### config.mk
export PLATFORM = sky130hd
export DESIGN_NAME = rtcal_alarm
export DESIGN_NICKNAME = d
export VERILOG_FILES = /design/src/design/rtcal_pkg.sv /design/src/design/rtcal_alarm.sv /design/src/design/rtcal_field_cmp.sv
export VERILOG_INCLUDE_DIRS = /design/src /design/src/design
export SDC_FILE = /design/constraint.sdc
export NUM_CORES = 1
export LEC_CHECK = 0
export BUFFER_PORTS_ARGS = -buffer_cell sky130_fd_sc_hd__buf_2
export CORE_ASPECT_RATIO = 0.9
export CORE_MARGIN = 3
export CORE_UTILIZATION = 55
export DETAILED_ROUTE_END_ITERATION = 10
export PLACE_DENSITY_LB_ADDON = 0.08
export SLEW_MARGIN = 5
export SYNTH_ARGS = -nofsm -noshare
export SYNTH_HDL_FRONTEND = slang
export SYNTH_HIERARCHICAL = 1
export SYNTH_SLANG_ARGS = --single-unit
### constraint.sdc
create_clock -name SYS_CLK -period 2.5 [get_ports SYS_CLK]
set_clock_uncertainty 0.15 [all_clocks]
set_input_delay 0.125 -clock SYS_CLK [delete_from_list [all_inputs] [get_ports SYS_CLK]]
set_output_delay 0.125 -clock SYS_CLK [all_outputs]
set_load 0.01 [all_outputs]
### src/design/rtcal_map.svh
// Register map, field positions and reset values of the alarm block.
// Assumes the includer compiles it once; values are plain constants.
//
// Operation
// (RL1) A match of every enabled alarm field with the current time sets the alarm flag.
// (RL2) A match while the alarm interrupt enable is one pulls the interrupt pin low.
// (RL3) A field whose top disable bit is one takes no part in the comparison.
// (RL4) With all four disable bits at one no alarm event ever occurs.
// (RL5) The alarm flag holds once set and a write of zero clears it.
// (RL6) Writing one to the alarm flag leaves it unchanged.
// (RL7) Reading the alarm flag returns one after an event until it is cleared.
// (RL8) Clearing the alarm flag releases a low interrupt pin at once.
// (RL9) A zero alarm enable releases the pin and keeps alarm events off it.
// (RL10) Setting the alarm enable while the flag is one pulls the pin low at once.
// (RL11) With the enable at zero a match still sets the flag while the pin stays released.
// (RL12) The hour field is compared in 24-hour form.
// (RL13) An event is raised only on entering the match, not while it lasts.
// (RL14) Software should clear the alarm enable before changing alarm settings.
// (RL15) The interrupt pin is shared by alarm and timer events, told apart by the flags.
// (RL16) Fields are BCD: minute seven bits, hour and day six, weekday three, rest ignored.
// (RL17) The interrupt pin is open drain: driven low or released, never driven high.

`ifndef RTCAL_MAP_SVH
`define RTCAL_MAP_SVH

// ----------------------------------------------------------------
// Register offsets
// ----------------------------------------------------------------
`define RTCAL_OFS_CTRL2  4'h1
`define RTCAL_OFS_MIN    4'h3
`define RTCAL_OFS_HOUR   4'h4
`define RTCAL_OFS_DAY    4'h5
`define RTCAL_OFS_WDAY   4'h6
`define RTCAL_OFS_AMIN   4'h9
`define RTCAL_OFS_AHOUR  4'hA
`define RTCAL_OFS_ADAY   4'hB
`define RTCAL_OFS_AWDAY  4'hC

// ----------------------------------------------------------------
// Field positions of control_two and the alarm registers
// ----------------------------------------------------------------
`define RTCAL_BIT_TIE  0
`define RTCAL_BIT_AIE  1
`define RTCAL_BIT_TF   2
`define RTCAL_BIT_AF   3
`define RTCAL_BIT_TPS  4
`define RTCAL_BIT_DIS  7

// ----------------------------------------------------------------
// Valid BCD bits per field
// ----------------------------------------------------------------
`define RTCAL_MASK_MIN   7'h7F
`define RTCAL_MASK_HOUR  7'h3F
`define RTCAL_MASK_DAY   7'h3F
`define RTCAL_MASK_WDAY  7'h07

// ----------------------------------------------------------------
// Reset values and field count
// ----------------------------------------------------------------
`define RTCAL_RST_ALARM  8'h80
`define RTCAL_RST_CTRL2  8'h00
`define RTCAL_NUM_FIELD  4

`endif

### src/design/rtcal_pkg.sv
// Types shared by the alarm block and its surroundings.
// Assumes the calendar counters deliver BCD values on the same clock.

package rtcal_pkg;

	// ----------------------------------------------------------------
	// Current calendar time, BCD
	// ----------------------------------------------------------------
	typedef struct packed {
		logic [6:0] minute;
		logic [5:0] hour;
		logic [5:0] day;
		logic [2:0] weekday;
	} rtcal_time_s;

	typedef logic [7:0] rtcal_byte_t;

endpackage

### src/design/rtcal_alarm.sv
// Alarm compare, alarm flag and shared open-drain interrupt pin.
// Assumes a register port decoded elsewhere from the serial bus,
// calendar counters and timer logic on the same SYS_CLK.

`timescale 1ns/10ps

`include "rtcal_map.svh"

module rtcal_alarm
	import rtcal_pkg::*;
(
	input  wire logic        SYS_CLK,
	input  wire logic        RST_N,
	input  wire logic        REG_WR,
	input  wire logic        REG_RD,
	input  wire logic [3:0]  REG_ADDR,
	input  wire rtcal_byte_t REG_WDATA,
	input  wire rtcal_time_s CUR_TIME,
	input  wire logic        TIMER_EVENT,
	input  wire logic        TIMER_PULSE_ACT,
	output rtcal_byte_t      RD_DATA,
	output logic             RD_VALID,
	output logic             ALARM_EVENT,
	output logic             TIMER_PULSE_SEL,
	output logic             TIMER_IRQ_EN,
	output logic             IRQ_OUT_N_O,
	output logic             IRQ_OUT_N_OE
);

	// ----------------------------------------------------------------
	// Declarations
	// ----------------------------------------------------------------
	rtcal_byte_t alarm_q [`RTCAL_NUM_FIELD];
	logic [6:0]  counter [`RTCAL_NUM_FIELD];
	logic [6:0]  mask    [`RTCAL_NUM_FIELD];
	logic [3:0]  field_hit;
	logic [3:0]  field_dis;
	logic        all_dis;
	logic        match_now;
	logic        match_prev_q;
	logic        alarm_evt;
	logic        wr_ctrl;
	logic        clr_af;
	logic        clr_tf;
	logic        af_q;
	logic        af_d;
	logic        tf_q;
	logic        tf_d;
	logic        aie_q;
	logic        aie_d;
	logic        tie_q;
	logic        tie_d;
	logic        tps_q;
	logic        tps_d;
	logic        timer_irq_d;
	logic        irq_d;
	rtcal_byte_t rd_d;

	// ----------------------------------------------------------------
	// Counter view per field
	// ----------------------------------------------------------------
	assign counter[0] = CUR_TIME.minute;
	// Hour counter already runs in 24-hour BCD, compared as is
	assign counter[1] = {1'b0, CUR_TIME.hour}; // RL12
	assign counter[2] = {1'b0, CUR_TIME.day};
	assign counter[3] = {4'h0, CUR_TIME.weekday};

	assign mask[0] = `RTCAL_MASK_MIN;
	assign mask[1] = `RTCAL_MASK_HOUR;
	assign mask[2] = `RTCAL_MASK_DAY;
	assign mask[3] = `RTCAL_MASK_WDAY;

	// ----------------------------------------------------------------
	// Alarm registers and field compare
	// ----------------------------------------------------------------
	genvar gi;
	generate
		for (gi = 0; gi < `RTCAL_NUM_FIELD; gi++) begin : g_field
			localparam logic [3:0] AOFS = 4'(`RTCAL_OFS_AMIN + gi);

			always_ff @(posedge SYS_CLK or negedge RST_N) begin
				if (!RST_N) begin
					alarm_q[gi] <= `RTCAL_RST_ALARM;
				end else if (REG_WR && REG_ADDR == AOFS) begin
					alarm_q[gi] <= REG_WDATA;
				end
			end

			assign field_dis[gi] = alarm_q[gi][`RTCAL_BIT_DIS];

			rtcal_field_cmp u_cmp (
				.alarm_reg  (alarm_q[gi]),
				.counter    (counter[gi]),
				.valid_mask (mask[gi]),
				.hit        (field_hit[gi])
			);
		end
	endgenerate

	// ----------------------------------------------------------------
	// Match detection
	// ----------------------------------------------------------------
	assign all_dis = &field_dis;
	// All fields off means no alarm at all, not a match every cycle
	assign match_now = (&field_hit) & ~all_dis; // RL1 RL4

	always_ff @(posedge SYS_CLK or negedge RST_N) begin
		if (!RST_N) begin
			match_prev_q <= 1'b0;
		end else begin
			match_prev_q <= match_now;
		end
	end

	// Edge only; a match lasting a minute gives one event.
	// A settings change that newly matches also counts as an edge,
	// hence software should drop the enable while editing.
	assign alarm_evt = match_now & ~match_prev_q; // RL13 RL14

	// ----------------------------------------------------------------
	// Control register next state
	// ----------------------------------------------------------------
	assign wr_ctrl = REG_WR && REG_ADDR == `RTCAL_OFS_CTRL2;
	// Only a written zero clears; a written one is ignored
	assign clr_af = wr_ctrl && !REG_WDATA[`RTCAL_BIT_AF]; // RL6
	assign clr_tf = wr_ctrl && !REG_WDATA[`RTCAL_BIT_TF];

	// Set wins over a clear in the same cycle
	assign af_d = alarm_evt | (af_q & ~clr_af); // RL1 RL5 RL11
	assign tf_d = TIMER_EVENT | (tf_q & ~clr_tf);

	assign aie_d = wr_ctrl ? REG_WDATA[`RTCAL_BIT_AIE] : aie_q;
	assign tie_d = wr_ctrl ? REG_WDATA[`RTCAL_BIT_TIE] : tie_q;
	assign tps_d = wr_ctrl ? REG_WDATA[`RTCAL_BIT_TPS] : tps_q;

	// ----------------------------------------------------------------
	// Flags
	// ----------------------------------------------------------------
	always_ff @(posedge SYS_CLK or negedge RST_N) begin
		if (!RST_N) begin
			af_q <= 1'(`RTCAL_RST_CTRL2 >> `RTCAL_BIT_AF);
		end else begin
			af_q <= af_d; // RL5
		end
	end

	always_ff @(posedge SYS_CLK or negedge RST_N) begin
		if (!RST_N) begin
			tf_q <= 1'b0;
		end else begin
			tf_q <= tf_d;
		end
	end

	// ----------------------------------------------------------------
	// Enables and timer mode
	// ----------------------------------------------------------------
	always_ff @(posedge SYS_CLK or negedge RST_N) begin
		if (!RST_N) begin
			aie_q <= 1'b0;
			tie_q <= 1'b0;
			tps_q <= 1'b0;
		end else begin
			aie_q <= aie_d;
			tie_q <= tie_d;
			tps_q <= tps_d;
		end
	end

	always_ff @(posedge SYS_CLK or negedge RST_N) begin
		if (!RST_N) begin
			TIMER_PULSE_SEL <= 1'b0;
			TIMER_IRQ_EN    <= 1'b0;
		end else begin
			TIMER_PULSE_SEL <= tps_d;
			TIMER_IRQ_EN    <= tie_d;
		end
	end

	// ----------------------------------------------------------------
	// Shared interrupt pin
	// ----------------------------------------------------------------
	// Pulse mode: the timer shapes the low time itself
	assign timer_irq_d = tie_d & (tps_d ? TIMER_PULSE_ACT : tf_d);
	// Built from next-state values so clear or enable acts on the same edge
	assign irq_d = (af_d & aie_d) | timer_irq_d; // RL2 RL8 RL9 RL10 RL15

	always_ff @(posedge SYS_CLK or negedge RST_N) begin
		if (!RST_N) begin
			IRQ_OUT_N_OE <= 1'b0;
		end else begin
			IRQ_OUT_N_OE <= irq_d; // RL2 RL15
		end
	end

	// Pad level is always low; only the enable moves
	always_ff @(posedge SYS_CLK or negedge RST_N) begin
		if (!RST_N) begin
			IRQ_OUT_N_O <= 1'b0;
		end else begin
			IRQ_OUT_N_O <= 1'b0; // RL17
		end
	end

	always_ff @(posedge SYS_CLK or negedge RST_N) begin
		if (!RST_N) begin
			ALARM_EVENT <= 1'b0;
		end else begin
			ALARM_EVENT <= alarm_evt;
		end
	end

	// ----------------------------------------------------------------
	// Read data
	// ----------------------------------------------------------------
	always_comb begin
		rd_d = 8'h00;
		case (REG_ADDR)
			`RTCAL_OFS_CTRL2: begin
				rd_d = {3'b000, tps_q, af_q, tf_q, aie_q, tie_q}; // RL7
			end
			`RTCAL_OFS_MIN:   rd_d = {1'b0, CUR_TIME.minute};
			`RTCAL_OFS_HOUR:  rd_d = {2'b00, CUR_TIME.hour};
			`RTCAL_OFS_DAY:   rd_d = {2'b00, CUR_TIME.day};
			`RTCAL_OFS_WDAY:  rd_d = {5'h00, CUR_TIME.weekday};
			`RTCAL_OFS_AMIN:  rd_d = alarm_q[0];
			`RTCAL_OFS_AHOUR: rd_d = alarm_q[1];
			`RTCAL_OFS_ADAY:  rd_d = alarm_q[2];
			`RTCAL_OFS_AWDAY: rd_d = alarm_q[3];
			default:          rd_d = 8'h00;
		endcase
	end

	always_ff @(posedge SYS_CLK or negedge RST_N) begin
		if (!RST_N) begin
			RD_DATA  <= 8'h00;
			RD_VALID <= 1'b0;
		end else begin
			RD_VALID <= REG_RD;
			if (REG_RD) begin
				RD_DATA <= rd_d;
			end
		end
	end
endmodule

### src/design/rtcal_field_cmp.sv
// One alarm field compared against its calendar counter.
// Assumes the counter is BCD and stable on the comparing clock.

`timescale 1ns/10ps

`include "rtcal_map.svh"

module rtcal_field_cmp
	import rtcal_pkg::*;
(
	input  wire rtcal_byte_t alarm_reg,
	input  wire logic [6:0]  counter,
	input  wire logic [6:0]  valid_mask,
	output logic             hit
);

	logic field_dis;
	logic equal;

	assign field_dis = alarm_reg[`RTCAL_BIT_DIS];
	// Unused BCD bits dropped on both sides
	assign equal = ((alarm_reg[6:0] ^ counter) & valid_mask) == 7'h00; // RL16
	assign hit = field_dis | equal; // RL3

endmodule

* Word level (Yosys, flattened, before mapping)
Cells that the tools add are included.
** Operators by class
- Equal/unequal tests :: 9
- Multiplexer cells :: 5
- Bitwise gates (word level) :: 21
- Reductions and logical operators :: 15
** Operators by type and width (count)
- $pmux W8 S9 :: 1
- $logic_not A7 Y1 :: 4
- $eq A4 B4 Y1 const B :: 4
- $eq A4 B3 Y1 const B :: 3
- $xor A6 B6 Y6 :: 2
- $reduce_and A4 Y1 :: 2
- $logic_and A1 B1 Y1 :: 7
- $or A1 B1 Y1 :: 7
- $xor A7 B7 Y7 :: 1
- $and A1 B1 Y1 :: 6
- $eq A4 B1 Y1 const B :: 1
- $eq A4 B2 Y1 const B :: 1
- $mux W1 :: 4
- $not A1 Y1 :: 4
- $xor A3 B3 Y3 :: 1
- $logic_not A1 Y1 :: 2
** Word-level totals
- Bits in registers :: 49
- Input port bits :: 40
- Output and inout port bits :: 14
- Logic and storage cells :: 64

* Depth between registers and ports, before layout
- Depth after elaboration :: 9
- Gate-level depth with buffers :: 7
- Mapped depth without buffers :: 7

* Hierarchy
The synthesis kept the hierarchy.
** Modules (own cells, without submodules)
- rtcal_alarm :: times used 1, cells each 214, area an instance 2464.9 sq um
- rtcal_field_cmp :: times used 4, cells each 11, area an instance 95.1 sq um

* Worst setup path after synthesis
No wires, ideal clock.
- Kind :: input-to-reg
- From :: input port REG_ADDR[2]
- To :: register IRQ_OUT_N_OE
- Data arrival time :: 1.678 ns
- Path slack :: 0.550 ns
- Stages on the path :: 6
- Path buffers :: 2
- Cells stage by stage :: clkbuf_1 or4b_4 buf_6 mux2_4 or2_0 a32o_1
** Between the ends
- Elaborated cells between the ends (all ways) :: 17
** RTL lines
- from (decl) :: line rtcal_alarm.sv:16 : input wire logic [3:0] REG_ADDR,
- $eq A4 B1 Y1 (no source line)
- $logic_and A1 B1 Y1 (no source line)
- $mux W1 :: line rtcal_alarm.sv:134 : assign tps_d = wr_ctrl ? REG_WDATA[`RTCAL_BIT_TPS] : tps_q;
- named net tps_d :: line rtcal_alarm.sv:54 : logic tps_d;
- $mux W1 :: line rtcal_alarm.sv:184 : assign timer_irq_d = tie_d & (tps_d ? TIMER_PULSE_ACT : tf_d);
- $and A1 B1 Y1 :: line rtcal_alarm.sv:184
- $or A1 B1 Y1 :: line rtcal_alarm.sv:186 : assign irq_d = (af_d & aie_d) | timer_irq_d;
- named net irq_d :: line rtcal_alarm.sv:56 : logic irq_d;
- to (signal assigned) :: line rtcal_alarm.sv:192 : IRQ_OUT_N_OE <= irq_d;
- to (decl) :: line rtcal_alarm.sv:27 : output logic IRQ_OUT_N_OE
The timed path passes the listed nets, and every way through them passes these cells.
A chain may end at the register's enable or synchronous reset.

* Worst setup path in the final report
- From :: register alarm_q[9] (netlist name)
- To :: register IRQ_OUT_N_OE
** Between the ends
- Cells in the longest elaborated chain, start to end :: 9
** Ends and longest elaborated chain
- from (decl) :: line rtcal_alarm.sv:33 : rtcal_byte_t alarm_q [`RTCAL_NUM_FIELD];
- from (signal, indexed assignment) :: line rtcal_alarm.sv:83 : alarm_q[gi] <= `RTCAL_RST_ALARM;
- $xor A6 B6 Y6 :: line rtcal_field_cmp.sv:22 : assign equal = ((alarm_reg[6:0] ^ counter) & valid_mask) == 7'h00;
- $logic_not A7 Y1 :: line rtcal_field_cmp.sv:22
- $or A1 B1 Y1 :: line rtcal_field_cmp.sv:23 : assign hit = field_dis | equal;
- named net field_hit[2] :: line rtcal_alarm.sv:36 : logic [3:0] field_hit;
- $reduce_and A4 Y1 :: line rtcal_alarm.sv:105 : assign match_now = (&field_hit) & ~all_dis;
- $and A1 B1 Y1 :: line rtcal_alarm.sv:105
- $and A1 B1 Y1 :: line rtcal_alarm.sv:118 : assign alarm_evt = match_now & ~match_prev_q;
- $or A1 B1 Y1 :: line rtcal_alarm.sv:129 : assign af_d = alarm_evt | (af_q & ~clr_af);
- named net af_d :: line rtcal_alarm.sv:46 : logic af_d;
- $and A1 B1 Y1 :: line rtcal_alarm.sv:186
- $or A1 B1 Y1 :: line rtcal_alarm.sv:186
- named net irq_d :: line rtcal_alarm.sv:56
The timed path passes the listed nets, and every way through them passes these cells.

==> metrics.md <==
| Metric | Value |
|---|---|
| Ys Warns | 6 |
| Final Slew Violations | 0 |
| Hold Crit Start | TIMER_PULSE_ACT |
| Seq/Total Area, Yosys | 0.433 |
| Synth async-reset ratio | 1.00 |
| Final setup violation count | 0 |
| Worst-path fanout max | 3 |
| Outcome | finished clean |
| WL final | ~7.8 mm |
| Hold Vio Cnt, Final | 0 |
| Wire per inst | 18.5 um |
| Worst Hold End | IRQ_OUT_N_OE$_DFF_PN0_ |
| Commonest non-fill, non-tap cell in the layout | buf_2 |
| First-pass GRT wire length | 11.9 mm |
| Post-synth EDFFs | 0 |
| IO Count | 54 |
| CTS root buf | clkbuf_8 |
| Synth Area per Inst | 11.0 um^2 |
| Distinct cell type count after synthesis | 48 |
| Effective utilization at floorplan | 0.578 |
| Flops & latches, synth | 49 |
| Final cycle utilization of the critical path | 0.895 |
| Port buffer count | 52 |
| Crit Path Category | reg2reg |
| Skew-Pair Late Insertion Delay | slightly above 300 ps |
| Mapped Cells | ~260 |
| Crit end category | flip-flop |
| Area of the mapped netlist | 2850 um^2 |
| RSZ-0062 raised after global routing | no |
| Die area | between 6000 and 7000 um^2 |
| Vias in the first global route | 2,297 |
| Pin count of the biggest net entering global routing | 50 |
| Gp weighted congestion | ~0.88 |
| Post-route cell area | between 3000 and 4000 um^2 |
| Critical path launch point type | flip-flop |
| Area leader, netlist | dfrtp_1 |
| Htree depth | 2 |
| Tmin final | about 2200 ps |
| R2r setup slk | 260 ps |
| Total track usage | 0.268 |
| Max-Slew Margin vs Limit | 0.607 |
| Worst r2r src | alarm_q[9]$_DFFE_PN0P_ |
| R2R depth | 7 |
| Hold/Removal Path Class | in2reg |
| Top_reg_cell synth | dfrtp_1 |
| GRT overflow | 0 |
| Drt drc | 0 |
| Worst Path Required | 2590 ps |
| Initial antenna violation count | 0 |
| Synth top area share | 0.396 |
| Antenna diodes | 0 |
| Final Util | 0.714 |
| CTS Buffer Depth | 2 |
| Total negative slack | 0 ps |
| PD cells | approximately 620 nW/um^2 |
| First DRT Iteration DRCs | 209 |
| Die Wd | between 80 and 90 um |
| Antenna-violating nets left | 0 |
| FMAX | 447 MHz |
| Number of max-cap violations | 0 |
| Drt first pass iters | 5 |
| VDD IR max | around 0.00056 V |
| Layout cells sized above 1 | 0.318 |
| Worst-margin pin slew | 589 ps |
| Hold depth | 3 |
| Ranking of synthesized cells by area | dfrtp_1, mux2_2, xor2_1 |
| TritonCTS buffer count | 5 |
| DP Area | between 3000 and 4000 um^2 |
| Post-CTS resize count | 0 |
| CTS clk-pin slew, worst paths | around 90 ps |
| CTS tree | done |
| Crit path DAT | around 2300 ps |
| Area Growth Syn to Fin | 23.6% |
| Core ar. | roughly 5000 um^2 |
| HPWL after DPL | 5.79 mm |
| Via/cell ratio | 5.66 |
| Post-CTS setup buffer count | 0 |
| Most frequent cells in the layout | buf_2, dfrtp_1, mux2_2 |
| RR Endpoint | IRQ_OUT_N_OE$_DFF_PN0_ |
| Vias | 2,394 |
| Clk sinks | between 40 and 50 |
| Hold Buf Count CTS | 12 |
| Row count | 24 |
| Static leakage | approximately 1.6 nW |
| Die extent in y | 74.2 um |
| Nets | approximately 400 |
| Power, Total | between 0.002 and 0.0025 W |
[cells by family (layout without fill, tap and decap cells)]
group,after synthesis,after routing,synth area share
XOR/XNOR,28,28,0.0862
multiplexers,43,43,0.169
flip-flops,49,49,0.433
AND/OR/NAND/NOR,45,45,0.0937
AO/OA/AOI/OAI,67,67,0.176
other,2,35,0.00264
buffers and inverters,24,91,0.0391
[through the flow]
stage	instances	setup WS [ps]	hold slack (ps)
6_report	423	263	15.2
5_1_grt	423	149	2.93
4_1_cts	423	310	1.83
3_5_place_dp	403	266	-15.0
3_3_place_gp	403	244	-19.5
2_1_floorplan	291	550	-321
[registers in the layout, summed over array words and instances (netlist names)]
name,cells
alarm_q,32
RD_DATA,8
ALARM_EVENT,1
IRQ_OUT_N_OE,1
RD_VALID,1
TIMER_IRQ_EN,1
TIMER_PULSE_SEL,1
af_q,1
aie_q,1
match_prev_q,1
tf_q,1
[routing by layer]
layer  global-route usage  vias up  share of wire
met4               0.0923        0          0.022
met5                    0        -              0
li1                     -     1126              -
met1                0.375     1139           0.45
met3               0.0545       18          0.075
met2                0.416      111           0.45
[power breakdown]
part           internal (W)  switching [W]  total, W
Clock              0.000199       0.000259  0.000459
Sequential         0.000966       0.000143   0.00111
Combinational      0.000326       0.000300  0.000626
[cell usage after synthesis (2+ instances only)]
cell type and count:
and3b_1 2, a32o_1 2, o221a_2 2, a211oi_1 2, mux2_2 37, nand3b_1 2, dfstp_2 4, nor2b_1 7
nand3_1 2, a31o_1 4, xor2_1 28, buf_6 2, inv_1 10, o21ai_0 11, and3_1 2, nand2_1 9
a22oi_1 17, conb_1 2, a21oi_1 2, dfrtp_1 45, mux2i_1 5, buf_1 3, nand2b_1 3, nor3_1 4
nor2_1 6, a22o_1 5, o22ai_1 10, clkbuf_1 6, a222oi_1 4, buf_2 2
[final cells by class]
cell class,instances,area (um^2)
Clock buffer,8,80.1
Timing Repair Buffer,73,460
Tap cell,65,81.3
Fill cell,400,1410
Inverter,10,37.5
Multi-Input combinational cell,218,1630
Sequential cell,49,1230
[critical path, stage by stage, from the launching register on]
cell	delay [ps]
dfrtp_1	420
xor2_1	150
a222oi_1	500
a31o_1	240
nand4_1	100
a41o_1	250
o21ai_0	210
a32o_1	150
[worst max-delay path by stage]
| stage | from | end | slack [ps] | cells past startpoint |
|---|---|---|---|---|
| floorplan | REG_ADDR[2] | IRQ_OUT_N_OE$_DFF_PN0_ | 550 | 6 |
| global route | alarm_q[9]$_DFFE_PN0P_ | IRQ_OUT_N_OE$_DFF_PN0_ | 150 | 7 |
| global placement | REG_ADDR[2] | alarm_q[5]$_DFFE_PN0P_ | 240 | 5 |
| detailed placement | REG_ADDR[2] | alarm_q[5]$_DFFE_PN0P_ | 270 | 5 |
| finish | alarm_q[9]$_DFFE_PN0P_ | IRQ_OUT_N_OE$_DFF_PN0_ | 260 | 7 |
| CTS | alarm_q[9]$_DFFE_PN0P_ | IRQ_OUT_N_OE$_DFF_PN0_ | 310 | 7 |
(Power assumes the default switching activity.)
